$ cat src/common/ide_bus_pkg.sv
package ide_bus_pkg;

   // Special function register address of the high data byte
   localparam logic [7:0] HIGH_DATA_ADDR = 8'hF9;

   // Reset value chosen for the high data byte (the hardware leaves it undefined)
   localparam logic [7:0] HIGH_DATA_RESET = 8'h00;

   // Bus cycle phase lengths in CPU clock periods
   localparam int ADDR_CYCLES    = 2;
   localparam int STROBE_CYCLES  = 3;
   localparam int STRETCH_CYCLES = 15;
   localparam int RECOVER_CYCLES = 1;
   localparam int BUS_CYCLES     = ADDR_CYCLES + STROBE_CYCLES + RECOVER_CYCLES;

   // Phase counter width and preloads
   localparam int CNT_W = 4;
   localparam logic [CNT_W-1:0] ADDR_LOAD    = CNT_W'(ADDR_CYCLES - 1);
   localparam logic [CNT_W-1:0] STROBE_LOAD  = CNT_W'(STROBE_CYCLES - 1);
   localparam logic [CNT_W-1:0] STRETCH_LOAD = CNT_W'(STRETCH_CYCLES - 1);
   localparam logic [CNT_W-1:0] RECOVER_LOAD = CNT_W'(RECOVER_CYCLES - 1);

   // Idle and drive levels of the active-low pins and enables
   localparam logic STROBE_IDLE = 1'b1;
   localparam logic OE_RELEASE  = 1'b1;
   localparam logic OE_DRIVE    = 1'b0;

   // Bus cycle sequencer states
   typedef enum logic [3:0] {
      ST_IDLE    = 4'b0001,
      ST_ADDR    = 4'b0010,
      ST_STROBE  = 4'b0100,
      ST_RECOVER = 4'b1000
   } bus_state_e;

endpackage

$ cat src/core/ide_sixteen_bit_external_bus.sv
`timescale 1ns/100ps
module ide_sixteen_bit_external_bus #(
   parameter int DEPTH = 2,
   parameter int WIDTH = 16
) (
   input  wire logic        mclk,
   input  wire logic        sys_rst,
   input  wire logic        wide_access_enable,
   input  wire logic        strobe_stretch,
   input  wire logic        page_access_mode_bit,
   input  wire logic        req_valid,
   output logic             req_ready,
   input  wire logic        req_write,
   input  wire logic        req_indirect,
   input  wire logic [15:0] req_addr,
   input  wire logic [7:0]  acc_wdata,
   input  wire logic [7:0]  port_two_sfr,
   input  wire logic [7:0]  sfr_addr,
   input  wire logic        sfr_write,
   input  wire logic [7:0]  sfr_wdata,
   output logic [7:0]       sfr_rdata,
   output logic             rd_valid,
   input  wire logic        rd_ready,
   output logic [7:0]       rd_acc_data,
   output logic [7:0]       rd_high_data,
   output logic             xfer_done,
   output logic [7:0]       port_zero_out,
   input  wire logic [7:0]  port_zero_in,
   output logic             port_zero_oe_n,
   output logic [7:0]       port_two_out,
   input  wire logic [7:0]  port_two_in,
   output logic             port_two_oe_n,
   output logic             address_latch_strobe,
   output logic             read_strobe_n,
   output logic             write_strobe_n
);

   localparam int PTR_W = (DEPTH > 1) ? $clog2(DEPTH) : 1;
   localparam int CNT_F = $clog2(DEPTH + 1);

   ide_bus_pkg::bus_state_e          state_reg;
   ide_bus_pkg::bus_state_e          state_next;
   logic [ide_bus_pkg::CNT_W-1:0]    cnt_reg;
   logic [ide_bus_pkg::CNT_W-1:0]    cnt_next;
   logic                             start;
   logic                             phase_end;
   logic                             wr_q;
   logic                             wide_q;
   logic                             stretch_q;
   logic [7:0]                       lo_data_q;
   logic [7:0]                       hi_data_q;
   logic [7:0]                       hi_addr_sel;
   logic [7:0]                       high_data_byte_reg;
   logic [7:0]                       p0_meta;
   logic [7:0]                       p0_sync;
   logic [7:0]                       p2_meta;
   logic [7:0]                       p2_sync;
   logic [WIDTH-1:0]                 mem [DEPTH];
   logic [PTR_W-1:0]                 wr_ptr_reg;
   logic [PTR_W-1:0]                 rd_ptr_reg;
   logic [CNT_F-1:0]                 count_reg;
   logic                             push;
   logic                             pop;
   logic                             fifo_room;

   // Reads need a free buffer slot before starting, so a stalled receiver holds off the bus
   assign fifo_room = (count_reg < CNT_F'(DEPTH));
   assign req_ready = (state_reg == ide_bus_pkg::ST_IDLE) && (req_write || fifo_room);
   assign start     = req_valid && req_ready;
   assign phase_end = (cnt_reg == '0);

   // High address source: port register for indirect or paged forms, else pointer high byte
   always_comb begin
      if (req_indirect) begin
         hi_addr_sel = port_two_sfr;
      end else if (page_access_mode_bit) begin
         hi_addr_sel = port_two_sfr;
      end else begin
         hi_addr_sel = req_addr[15:8];
      end
   end

   // Sequencer: address phase, strobe phase, recovery; 2+3+1 clocks normally
   always_comb begin
      state_next = state_reg;
      cnt_next   = cnt_reg - 1'b1;
      unique case (state_reg)
         ide_bus_pkg::ST_IDLE: begin
            cnt_next = ide_bus_pkg::ADDR_LOAD;
            if (start) begin
               state_next = ide_bus_pkg::ST_ADDR;
            end
         end
         ide_bus_pkg::ST_ADDR: begin
            if (phase_end) begin
               state_next = ide_bus_pkg::ST_STROBE;
               // Stretch widens only the strobe phase
               cnt_next   = stretch_q ? ide_bus_pkg::STRETCH_LOAD : ide_bus_pkg::STROBE_LOAD;
            end
         end
         ide_bus_pkg::ST_STROBE: begin
            if (phase_end) begin
               state_next = ide_bus_pkg::ST_RECOVER;
               cnt_next   = ide_bus_pkg::RECOVER_LOAD;
            end
         end
         ide_bus_pkg::ST_RECOVER: begin
            if (phase_end) begin
               state_next = ide_bus_pkg::ST_IDLE;
               cnt_next   = ide_bus_pkg::ADDR_LOAD;
            end
         end
      endcase
   end

   // Sequencer state
   always_ff @(posedge mclk or posedge sys_rst) begin
      if (sys_rst) begin
         state_reg <= ide_bus_pkg::ST_IDLE;
         cnt_reg   <= ide_bus_pkg::ADDR_LOAD;
      end else begin
         state_reg <= state_next;
         cnt_reg   <= cnt_next;
      end
   end

   // Request capture; mode bits are frozen per cycle so a mid-cycle change cannot tear it
   always_ff @(posedge mclk or posedge sys_rst) begin
      if (sys_rst) begin
         wr_q      <= 1'b0;
         wide_q    <= 1'b0;
         stretch_q <= 1'b0;
         lo_data_q <= 8'h00;
         hi_data_q <= 8'h00;
      end else if (start) begin
         wr_q      <= req_write;
         wide_q    <= wide_access_enable;
         stretch_q <= strobe_stretch;
         lo_data_q <= acc_wdata;
         hi_data_q <= high_data_byte_reg;
      end
   end

   // Pin synchronisers; only the second stage is read
   always_ff @(posedge mclk or posedge sys_rst) begin
      if (sys_rst) begin
         p0_meta <= 8'h00;
         p0_sync <= 8'h00;
         p2_meta <= 8'h00;
         p2_sync <= 8'h00;
      end else begin
         p0_meta <= port_zero_in;
         p0_sync <= p0_meta;
         p2_meta <= port_two_in;
         p2_sync <= p2_meta;
      end
   end

   // Port drive: address in the address phase, then write data or release for read
   always_ff @(posedge mclk or posedge sys_rst) begin
      if (sys_rst) begin
         port_zero_out  <= 8'h00;
         port_zero_oe_n <= ide_bus_pkg::OE_RELEASE;
         port_two_out   <= 8'h00;
         port_two_oe_n  <= ide_bus_pkg::OE_RELEASE;
      end else if (start) begin
         port_zero_out  <= req_addr[7:0];
         port_zero_oe_n <= ide_bus_pkg::OE_DRIVE;
         port_two_out   <= hi_addr_sel;
         port_two_oe_n  <= ide_bus_pkg::OE_DRIVE;
      end else if (state_reg == ide_bus_pkg::ST_ADDR && phase_end) begin
         if (wr_q) begin
            port_zero_out <= lo_data_q;
            if (wide_q) begin
               port_two_out <= hi_data_q;
            end
         end else begin
            port_zero_oe_n <= ide_bus_pkg::OE_RELEASE;
            // Narrow reads keep the high address on port_two
            port_two_oe_n  <= wide_q ? ide_bus_pkg::OE_RELEASE : ide_bus_pkg::OE_DRIVE;
         end
      end else if (state_reg == ide_bus_pkg::ST_RECOVER && phase_end) begin
         // Write data held through recovery, past the strobe's rising edge
         port_zero_oe_n <= ide_bus_pkg::OE_RELEASE;
         port_two_oe_n  <= ide_bus_pkg::OE_RELEASE;
      end
   end

   // Latch strobe and active-low read and write strobes, registered to stay glitch free
   always_ff @(posedge mclk or posedge sys_rst) begin
      if (sys_rst) begin
         address_latch_strobe <= 1'b0;
         read_strobe_n        <= ide_bus_pkg::STROBE_IDLE;
         write_strobe_n       <= ide_bus_pkg::STROBE_IDLE;
      end else begin
         address_latch_strobe <= start;
         read_strobe_n        <= !(state_next == ide_bus_pkg::ST_STROBE && !wr_q);
         write_strobe_n       <= !(state_next == ide_bus_pkg::ST_STROBE && wr_q);
      end
   end

   // Read data taken on the last strobe clock, then buffered for the accumulator
   assign push = (state_reg == ide_bus_pkg::ST_STROBE) && phase_end && !wr_q;
   assign pop  = rd_valid && rd_ready;

   // High data byte; a completing wide read wins over a same-cycle software write
   always_ff @(posedge mclk or posedge sys_rst) begin
      if (sys_rst) begin
         high_data_byte_reg <= ide_bus_pkg::HIGH_DATA_RESET;
      end else if (push && wide_q) begin
         high_data_byte_reg <= p2_sync;
      end else if (sfr_write && sfr_addr == ide_bus_pkg::HIGH_DATA_ADDR) begin
         high_data_byte_reg <= sfr_wdata;
      end
   end

   // Register read port, one clock latency; other addresses read zero
   always_ff @(posedge mclk or posedge sys_rst) begin
      if (sys_rst) begin
         sfr_rdata <= 8'h00;
      end else begin
         sfr_rdata <= (sfr_addr == ide_bus_pkg::HIGH_DATA_ADDR) ? high_data_byte_reg : 8'h00;
      end
   end

   // End of bus cycle pulse
   always_ff @(posedge mclk or posedge sys_rst) begin
      if (sys_rst) begin
         xfer_done <= 1'b0;
      end else begin
         xfer_done <= (state_reg == ide_bus_pkg::ST_RECOVER) && phase_end;
      end
   end

   // Read buffer storage; narrow reads return zero as high byte
   always_ff @(posedge mclk) begin
      if (push) begin
         mem[wr_ptr_reg] <= {(wide_q ? p2_sync : 8'h00), p0_sync};
      end
   end

   // Read buffer pointers and occupancy
   always_ff @(posedge mclk or posedge sys_rst) begin
      if (sys_rst) begin
         wr_ptr_reg <= '0;
         rd_ptr_reg <= '0;
         count_reg  <= '0;
      end else begin
         if (push) begin
            wr_ptr_reg <= (wr_ptr_reg == PTR_W'(DEPTH - 1)) ? '0 : wr_ptr_reg + 1'b1;
         end
         if (pop) begin
            rd_ptr_reg <= (rd_ptr_reg == PTR_W'(DEPTH - 1)) ? '0 : rd_ptr_reg + 1'b1;
         end
         if (push && !pop) begin
            count_reg <= count_reg + 1'b1;
         end else if (pop && !push) begin
            count_reg <= count_reg - 1'b1;
         end
      end
   end

   // Buffer head to the accumulator side
   assign rd_valid     = (count_reg != '0);
   assign rd_acc_data  = mem[rd_ptr_reg][7:0];
   assign rd_high_data = mem[rd_ptr_reg][15:8];

endmodule

$ cat config.mk
export PLATFORM = sky130hd
export DESIGN_NAME = ide_sixteen_bit_external_bus
export DESIGN_NICKNAME = d
export VERILOG_FILES = /design/src/common/ide_bus_pkg.sv /design/src/core/ide_sixteen_bit_external_bus.sv
export SDC_FILE = /design/constraint.sdc
export NUM_CORES = 1
export LEC_CHECK = 0
export ABC_AREA = 1
export BUFFER_PORTS_ARGS = -buffer_cell sky130_fd_sc_hd__buf_2
export CAP_MARGIN = 5
export CORE_UTILIZATION = 56
export CTS_BUF_LIST = sky130_fd_sc_hd__clkbuf_2
export CTS_CLUSTER_DIAMETER = 30
export DETAILED_ROUTE_END_ITERATION = 10
export PLACE_DENSITY = 0.82
export SKIP_CTS_REPAIR_TIMING = 1
export SLEW_MARGIN = 20
export SYNTH_ARGS = -nofsm -noshare
export SYNTH_HDL_FRONTEND = slang
export SYNTH_SLANG_ARGS = --single-unit
$ cat constraint.sdc
create_clock -name mclk -period 3.5 [get_ports mclk]
set_input_delay 0.35 -clock mclk [delete_from_list [all_inputs] [get_ports mclk]]
set_output_delay 0.35 -clock mclk [all_outputs]
set_load 0.02 [all_outputs]
* Word-level counts from Yosys, hierarchy flattened
Memory sizes are Yosys's and may differ from the RTL's.
Index checks and enable logic that the tools add are counted.
** Cells by class
- Add/subtract/negate cells :: 5
- Reductions and logical operators :: 30
- Equality and inequality tests :: 7
- Multiplexer cells :: 37
- Order comparisons :: 1
** Operators by type and width (count)
- 2-to-1 mux 8 bit :: 13
- 2-to-1 mux 4 bit :: 8
- one-hot mux 4 bit (4 select lines) :: 2
- logical AND 1 bit :: 13
- 2-to-1 mux 1 bit :: 12
- nonzero test 2 bit :: 6
- == test 4 x 3 -> 1 bit, second input constant :: 2
- == test 8 bit, second input constant :: 1
- logical NOT 1 bit :: 5
- == test 4 x 1 -> 1 bit, second input constant :: 1
- == test 4 x 2 -> 1 bit, second input constant :: 1
- == test 4 bit, second input constant :: 1
- logical NOT 4 bit :: 1
- 2-to-1 mux 2 bit :: 2
- AND reduction 2 bit :: 2
- subtractor 4 x 1 -> 4 bit, second input constant :: 1
- inequality test 3 bit, second input constant :: 1
- AND reduction 3 bit :: 1
- nonzero test 3 bit :: 1
- adder 1 bit, second input constant :: 2
- adder 2 x 1 -> 2 bit, second input constant :: 1
- less-than comparator 2 bit, second input constant :: 1
- subtractor 2 x 1 -> 2 bit, second input constant :: 1
- logical OR 1 bit :: 1
** Storage, ports and cells
- Bits in writable memories :: 32
- Logic and storage cells :: 105
- Input bits :: 74
- Memories :: 1
- Output and inout port bits :: 48
- Register bits after elaboration :: 101
** Memory list
- mem :: depth 2, width 16, read ports 1, clocked after Yosys merged registers in 0, wr ports 1, RTL line ide_sixteen_bit_external_bus.sv:58 : logic [WIDTH-1:0] mem [DEPTH];

* Depth between registers and ports, before layout
Gate-level depths: netlist of run 1.
- Depth in word-level cells :: 9
- Mapped depth :: 9
- Mapped depth without buffers :: 9

* Least setup slack after synthesis of run 1
Ideal clock, no wire load.
- Path kind :: register to register
- Start :: register cnt_reg[0] (netlist bit)
- End :: memory mem[0][0] (enable)
- Data arrival time :: 1863 ps
- Clock period less this slack :: 2251 ps
- Buffers on the path :: 1
- Stages on the path, launching flop included :: 8
- Required time :: 3111 ps
- Slack :: 1249 ps
- Setup time :: 389 ps
- Cells stage by stage :: dfstp_2 -> inv_1 -> ha_1 -> nand2_2 -> nor3_2 -> buf_4 -> inv_2 -> nor2_1
** On the way
- Cells in the longest elaborated chain, start to end :: 5
** Ends and longest elaborated chain
- start: declaration :: RTL line ide_sixteen_bit_external_bus.sv:43 : logic [ide_bus_pkg::CNT_W-1:0] cnt_reg;
- start signal: assignment :: RTL line ide_sixteen_bit_external_bus.sv:120 : cnt_reg <= ide_bus_pkg::ADDR_LOAD;
- start signal: assignment :: RTL line ide_sixteen_bit_external_bus.sv:123 : cnt_reg <= cnt_next;
- logical NOT 4 bit :: RTL line ide_sixteen_bit_external_bus.sv:70 : assign phase_end = (cnt_reg == '0);
- logical AND 1 bit (2 in series) :: RTL line ide_sixteen_bit_external_bus.sv:203 : assign push = (state_reg == ide_bus_pkg::ST_STROBE) && phase_end && !wr_q;
- 2-to-1 mux 1 bit :: RTL line ide_sixteen_bit_external_bus.sv:237 : if (push) begin
- 2-to-1 mux 1 bit :: RTL line ide_sixteen_bit_external_bus.sv:238 : mem[wr_ptr_reg] <= {(wide_q ? p2_sync : 8'h00), p0_sync};
- end: declaration :: RTL line ide_sixteen_bit_external_bus.sv:58
Every way passes these cells.

* Worst setup path after layout of run 1
- Start :: register rd_ptr_reg
- End :: output port rd_high_data[0]
** On the way
- Cells in the longest elaborated chain, start to end :: 1
** Ends and longest elaborated chain
- start: declaration :: RTL line ide_sixteen_bit_external_bus.sv:60 : logic [PTR_W-1:0] rd_ptr_reg;
- start signal: assignment :: RTL line ide_sixteen_bit_external_bus.sv:253 : rd_ptr_reg <= (rd_ptr_reg == PTR_W'(DEPTH - 1)) ? '0 : rd_ptr_reg + 1'b1;
- memory read (2 x 16 bit)
- end: declaration :: RTL line ide_sixteen_bit_external_bus.sv:25 : output logic [7:0] rd_high_data,
Every way passes these cells.

==> impl_metrics.csv, run 1 <==
group,metric,value,unit
logic_synthesis,avgSynthCellArea,9.72,µm²
pwr,power_density,483,nW/µm²
finish,regMostFlops,"mem",
global_routing,grt_pass1_wl,18000,µm
critical_path,cp_data_arrival_time,2.44,ns
pwr,power.share.combinational,16.2,%
status,status,"complete, no violations",
global_routing,antenna_found_initial,0,
flow_run,maxCapViolations,0,
sta,relSlewSlack,53.5,%
clock_network,path_clk_slew,0.19,ns
sta,final_hold_viol_count,0,
sta,maxSlewViolCount,0,
logic_synthesis,synthCells,546,
logic_synthesis,syn_area,5310,µm²
logic_synthesis,synth-compound-area-share,2.76,%
global_routing,grt_util_all_layers,23.7,%
finish,final_cell_mix,"nand2_1 (229), buf_2 (121), dfrtp_1 (95)",
logic_synthesis,synth_mux_area_share,0,%
sta,fin_skew,0.0345,ns
logic_synthesis,yosys.area_share.simple,25.2,%
route,vias,4279,
clock_network,clock_tree.buffer_depth,2,
floorplan,row_count,35,
route,drc,0,
finish,largest_reg_flops,32,
logic_synthesis,synthXorXnorAreaFrac,0.990,%
pwr,power,3.22,mW
place,port-buffer-count,121,
finish,layout.cells.non_filler,838,
pwr,p_switching,980,µW
sta,min_period,2.79,ns
logic_synthesis,synth-seq-area-share,65.8,%
sta,hold_slack,0.0351,ns
route,viasPerCell,5.11,
sta,fin_crit_sh,79.6,%
sta,fin_ws,0.714,ns
finish,utilization,72.5,%
place,post-place-cells,768,
route,drt_iter0_markers,255,
global_routing,grt_pass1_vias,4066,
critical_path,crit_top_cell,"nand2_1",
route,wl,11700,µm
sta,tns,0,ns
floorplan,die_area,9870,µm²
floorplan,core-area,9200,µm²
global_routing,grt_max_degree,46,
place,place_area,6010,µm²
logic_synthesis,ys_types,34,
logic_synthesis,synthAdderAreaFrac,0.471,%
finish,diodes,0,
clock_network,clk_latency,0.65,ns
route,wl_per_cell,14.0,µm
sta,fmax,359,MHz
critical_path,end_kind,"output port",
critical_path,cp.required,3.15,ns
pwr,power_frac_clock,31.5,%
critical_path,cp_max_fo,17,
logic_synthesis,synth_top_family_by_area,"simple AND/OR/NAND/NOR gates",
logic_synthesis,ys_ff_latch,133,
finish,nets,790,
logic_synthesis,ys_warn_count,0,
clock_network,cts_made_buffers,17,
sta,worst_pin_slew,0.698,ns
finish,fin_area,6670,µm²
critical_path,path_cells,"clkinv_1 -> nand2_1 -> nand2_1 -> buf_2",
route,first_pass_iters,5,
critical_path,slowest_delay,0.76,ns
floorplan,die_width,99.4,µm
finish,final_common_cell,"nand2_1",
pwr,p_seq_share,52.3,%
global_routing,grt_overflow_total,0,
clock_network,clock_sinks,133,
floorplan,io_pins,122,
pwr,p_int,2.24,mW
critical_path,cp-start-kind,"flip-flop",
floorplan,die_h,99.4,µm
finish,fillers,673,
place,dpl.hpwl,7770,µm
logic_synthesis,syn_nets,622,
place,dp_slack,1.23,ns
route,ant_nets,0,
min_path,hp-class,"primary input to flip-flop",
sta,setup_viol,0,
pwr,switching_share,30.4,%
sta,rsz0062_at_grt,"no",
clock_network,tritoncts,"done",
clock_network,htreeDepth,4,
clock_network,cts_root_buffer,"clkbuf_2",
floorplan,start_util,57.7,%
pwr,power_leakage,3.57,nW
pwr,vdd_drop_max,0.000290,V
finish,drive_gt1_share,25.2,%
critical_path,crit_type,"flip-flop to output port",
finish,areaGrowthSynthToFinish,25.6,%
critical_path,critPathSlowestCell,"dfrtp_1",
place,routabilityCongestion,0.845,
[cell type report]
type / count / area [µm²] / area share [%]
Inverter: 47 / 180 / 2.70
Sequential cell: 133 / 3500 / 52.4
Multi-Input combinational cell: 352 / 1560 / 23.4
Tap cell: 111 / 139 / 2.08
Clock inverter: 14 / 186 / 2.79
Timing Repair Buffer: 163 / 1020 / 15.2
Clock buffer: 18 / 90.1 / 1.35
[worst max-delay path: cells and delay by family, from the launching register on]
family	cells	cell delay, ns
buf+inv	2	0.76
simple gates	2	0.28
flops	1	0.76
[power by group through the flow]
| stage | registers, mW | clock network [mW] | logic (mW) |
|---|---|---|---|
| 2_1_floorplan | 1.68 | 0 | 0.337 |
| 3_3_place_gp | 1.71 | 0 | 0.474 |
| 3_5_place_dp | 1.71 | 0 | 0.491 |
| 4_1_cts | 1.69 | 1.03 | 0.495 |
| 5_1_grt | 1.69 | 1.10 | 0.573 |
| 6_report | 1.69 | 1.02 | 0.523 |
[Yosys cell counts, drive strengths merged]
library cell / n / area, µm²
nand2: 234 / 901
ha: 2 / 25.0
nand4: 5 / 52.6
nor2: 37 / 164
o22ai: 1 / 6.26
o21bai: 1 / 7.51
and2: 1 / 6.26
clkinv: 2 / 8.75
a22oi: 1 / 7.51
buf: 9 / 53.8
xor2: 3 / 26.3
xnor2: 3 / 26.3
inv: 45 / 169
nand3b: 1 / 7.51
a21oi: 3 / 15.0
dfrtp: 95 / 2380
o21ai: 22 / 110
nor3: 2 / 15.0
clkbuf: 5 / 18.8
nand3: 36 / 193
dfstp: 6 / 158
edfxtp: 32 / 961
[logic make-up after synthesis]
kind of cell               count (synthesis)
and+or+nand+nor                          316
DFF                                      133
buffers and inverters                     61
AOI/OAI and AO/OA                         28
xor gates and xnor gates                   6
adders and majority gates                  2
[routing by layer]
layer  track usage (%)  wire (µm)  vias up  share of wire [%]
met1              29.9       4720     2029                 40
met2              40.0       6110      160                 52
li1                  -          -     2055                  -
met3              4.99        616       35                5.2
met5                 0          0        -                  0
met4              9.95        301        0                2.6
[path summary, 6_finish.rpt]
path / startpoint / depth (start not counted) / slack, ns / end
max: rd_ptr_reg$_DFFE_PP0P_ / 4 / 0.71 / rd_high_data[0]
min: sfr_wdata[2] / 5 / 0.04 / high_data_byte_reg[2]$_DFFE_PP0P_
max reg2reg: cnt_reg[0]$_DFF_PP1_ / 8 / 1.19 / count_reg[1]$_DFFE_PP0P_
min reg2reg: p0_meta[1]$_DFF_PP0_ / 0 / 0.37 / p0_sync[1]$_DFF_PP0_
max in group asynchronous: sys_rst / 4 / 2.40 / high_data_byte_reg[6]$_DFFE_PP0P_
min in group asynchronous: sys_rst / 3 / 0.30 / lo_data_q[5]$_DFFE_PP0N_
Note: power is estimated with default switching activity, not from simulation.
==> inputs of run 2 (changes only) <==
--- a/config.mk
+++ b/config.mk
@@ -8,11 +8,11 @@
 export ABC_AREA = 1
 export BUFFER_PORTS_ARGS = -buffer_cell sky130_fd_sc_hd__buf_2
 export CAP_MARGIN = 5
-export CORE_UTILIZATION = 56
+export CORE_UTILIZATION = 50
 export CTS_BUF_LIST = sky130_fd_sc_hd__clkbuf_2
 export CTS_CLUSTER_DIAMETER = 30
 export DETAILED_ROUTE_END_ITERATION = 10
-export PLACE_DENSITY = 0.82
+export PLACE_DENSITY = 0.78
 export SKIP_CTS_REPAIR_TIMING = 1
 export SLEW_MARGIN = 20
 export SYNTH_ARGS = -nofsm -noshare
==> constraint.sdc (replaced) <==
create_clock -name mclk -period 2.3 [get_ports mclk]
set_input_delay 0.23 -clock mclk [delete_from_list [all_inputs] [get_ports mclk]]
set_output_delay 0.23 -clock mclk [all_outputs]
set_load 0.02 [all_outputs]
==> run 2 against run 1 <==
  * The run now ends with negative hold slack left
  * Critical path depth unchanged
  * Cell count is 6.1% higher
  * Non-clock buffer count is 26 higher
  * Largest power group unchanged
  * Global-route usage is 2.1 points lower
  * Largest cell class unchanged
==> impl_metrics.csv, run 2 (synthesis gave the netlist of run 1 again) <==
group,metric,value,unit
sta,hold_slack,-0.0300,ns
critical_path,path_cells,"clkinvlp_4 -> nand2_1 -> nand2_1 -> buf_2",
route,ant_nets,0,
pwr,power_density,664,nW/µm²
floorplan,die_width,105,µm
global_routing,grt_overflow_total,0,
critical_path,cp-start-kind,"flip-flop",
critical_path,end_kind,"output port",
finish,final_cell_mix,"nand2_1 (229), buf_2 (121), dfrtp_1 (95)",
floorplan,io_pins,122,
critical_path,cp_num_buf_inv,2,
floorplan,die_h,105,µm
sta,rsz0062_at_grt,"no",
critical_path,crit_top_cell,"nand2_1",
sta,tns,0,ns
floorplan,row_count,37,
route,wl,12200,µm
global_routing,grt_max_degree,44,
global_routing,grt_use_met1,27.2,%
finish,diodes,0,
clock_network,tritoncts,"done",
status,status,"finished with violations",
finish,areaGrowthSynthToFinish,29.6,%
critical_path,cp_data_arrival_time,1.82,ns
clock_network,clk_latency,0.66,ns
place,dpl.hpwl,8050,µm
route,drt_iter0_markers,326,
floorplan,die_area,11000,µm²
global_routing,grt_util_all_layers,21.6,%
global_routing,grt_busiest_layer,"met2",
pwr,power_leakage,3.65,nW
sta,worst_pin_slew,0.781,ns
place,port-buffer-count,121,
critical_path,slowest_delay,0.46,ns
status,violations,"negative hold slack",
critical_path,critPathSlowestCell,"dfrtp_1",
place,place_area,6100,µm²
critical_path,cp_max_fo,17,
clock_network,cts_root_buffer,"clkbuf_2",
finish,nets,816,
critical_path,crit_family,"buffers and inverters",
sta,maxSlewViolCount,0,
finish,final_common_cell,"nand2_1",
min_path,hp-class,"primary input to flip-flop",
floorplan,core-area,10300,µm²
pwr,vdd_drop_max,0.000383,V
finish,fin_area,6880,µm²
clock_network,clock_tree.buffer_depth,2,
finish,drive_gt1_share,24.8,%
floorplan,start_util,51.4,%
global_routing,antenna_found_initial,0,
global_routing,met2_usage,36.2,%
sta,fmax,488,MHz
critical_path,crit_type,"flip-flop to output port",
route,drc,0,
finish,regMostFlops,"mem",
route,vias,4334,
sta,setup_viol,0,
critical_path,cp.required,2.07,ns
sta,fin_crit_sh,89.2,%
sta,min_period,2.05,ns
clock_network,htreeDepth,4,
finish,largest_reg_flops,32,
clock_network,path_clk_slew,0.18,ns
route,wl_per_cell,13.7,µm
route,first_pass_iters,7,
sta,fin_skew,0.0302,ns
global_routing,grt_pass1_vias,4020,
sta,relSlewSlack,47.8,%
global_routing,grt_pass1_wl,18300,µm
sta,final_hold_viol_count,2,
route,viasPerCell,4.88,
global_routing,grt_util_met3,5.36,%
clock_network,clock_sinks,133,
place,routabilityCongestion,0.864,
flow_run,maxCapViolations,0,
clock_network,cts_made_buffers,17,
run 2: final timing paths:
check | slack [ns] | cells after the start | end | from
min | -0.03 | 7 | port_two_out[5]$_DFFE_PP0P_ | port_two_sfr[5]
min reg2reg | 0.37 | 0 | p2_sync[4]$_DFF_PP0_ | p2_meta[4]$_DFF_PP0_
max | 0.25 | 4 | rd_high_data[0] | rd_ptr_reg$_DFFE_PP0P_
max in group asynchronous | 1.31 | 4 | p0_sync[4]$_DFF_PP0_ | sys_rst
min in group asynchronous | 0.23 | 3 | sfr_rdata[4]$_DFF_PP0_ | sys_rst
max reg2reg | 0.34 | 8 | mem[0][0]$_DFFE_PP_ | cnt_reg[0]$_DFF_PP1_
run 2: metal layers:
metal | part of all wire (%) | vias up
met1 | 42 | 2061
met5 | 0 | -
met3 | 3.9 | 31
met4 | 2.4 | 0
met2 | 52 | 137
li1 | - | 2105
run 2: area by class of cell:
class	instances	area, µm²
Multi-Input combinational cell	352	1560
Inverter	47	185
Clock buffer	21	105
Tap cell	136	170
Fill cell	775	3440
Clock inverter	11	87.6
Timing Repair Buffer	189	1270
Sequential cell	133	3500
run 2: worst register-to-register path: stages, from the launching register on:
cell     delay (ns)
dfstp_2        0.40
inv_1          0.08
ha_1           0.20
nand2_2        0.16
nor3_2         0.25
buf_4          0.22
inv_2          0.05
nor2_1         0.14
buf_4          0.21
run 2: power by group:
part / internal [mW] / switching [mW] / total, mW / leakage, nW
sequential: 2.48 / 0.0471 / 2.53 / 1.52
combinational: 0.325 / 0.544 / 0.869 / 2.00
clock: 0.390 / 0.782 / 1.17 / 0.122
run 2: metrics by stage:
stage / power (mW) / utilization, % / hold slack [ns] / instances / worst slack (ns)
after global placement: 3.34 / 59.1 / 0.333 / 799 / 0.469
final: 4.57 / 66.6 / -0.0300 / 889 / 0.249
after detailed placement: 3.37 / 59.1 / 0.337 / 799 / 0.358
after floorplan: 3.06 / - / 0.261 / 546 / 0.0486
after global routing: 4.80 / 66.6 / 0.000189 / 889 / 0.0797
after CTS: 4.53 / 61.0 / -0.409 / 831 / 0.0245
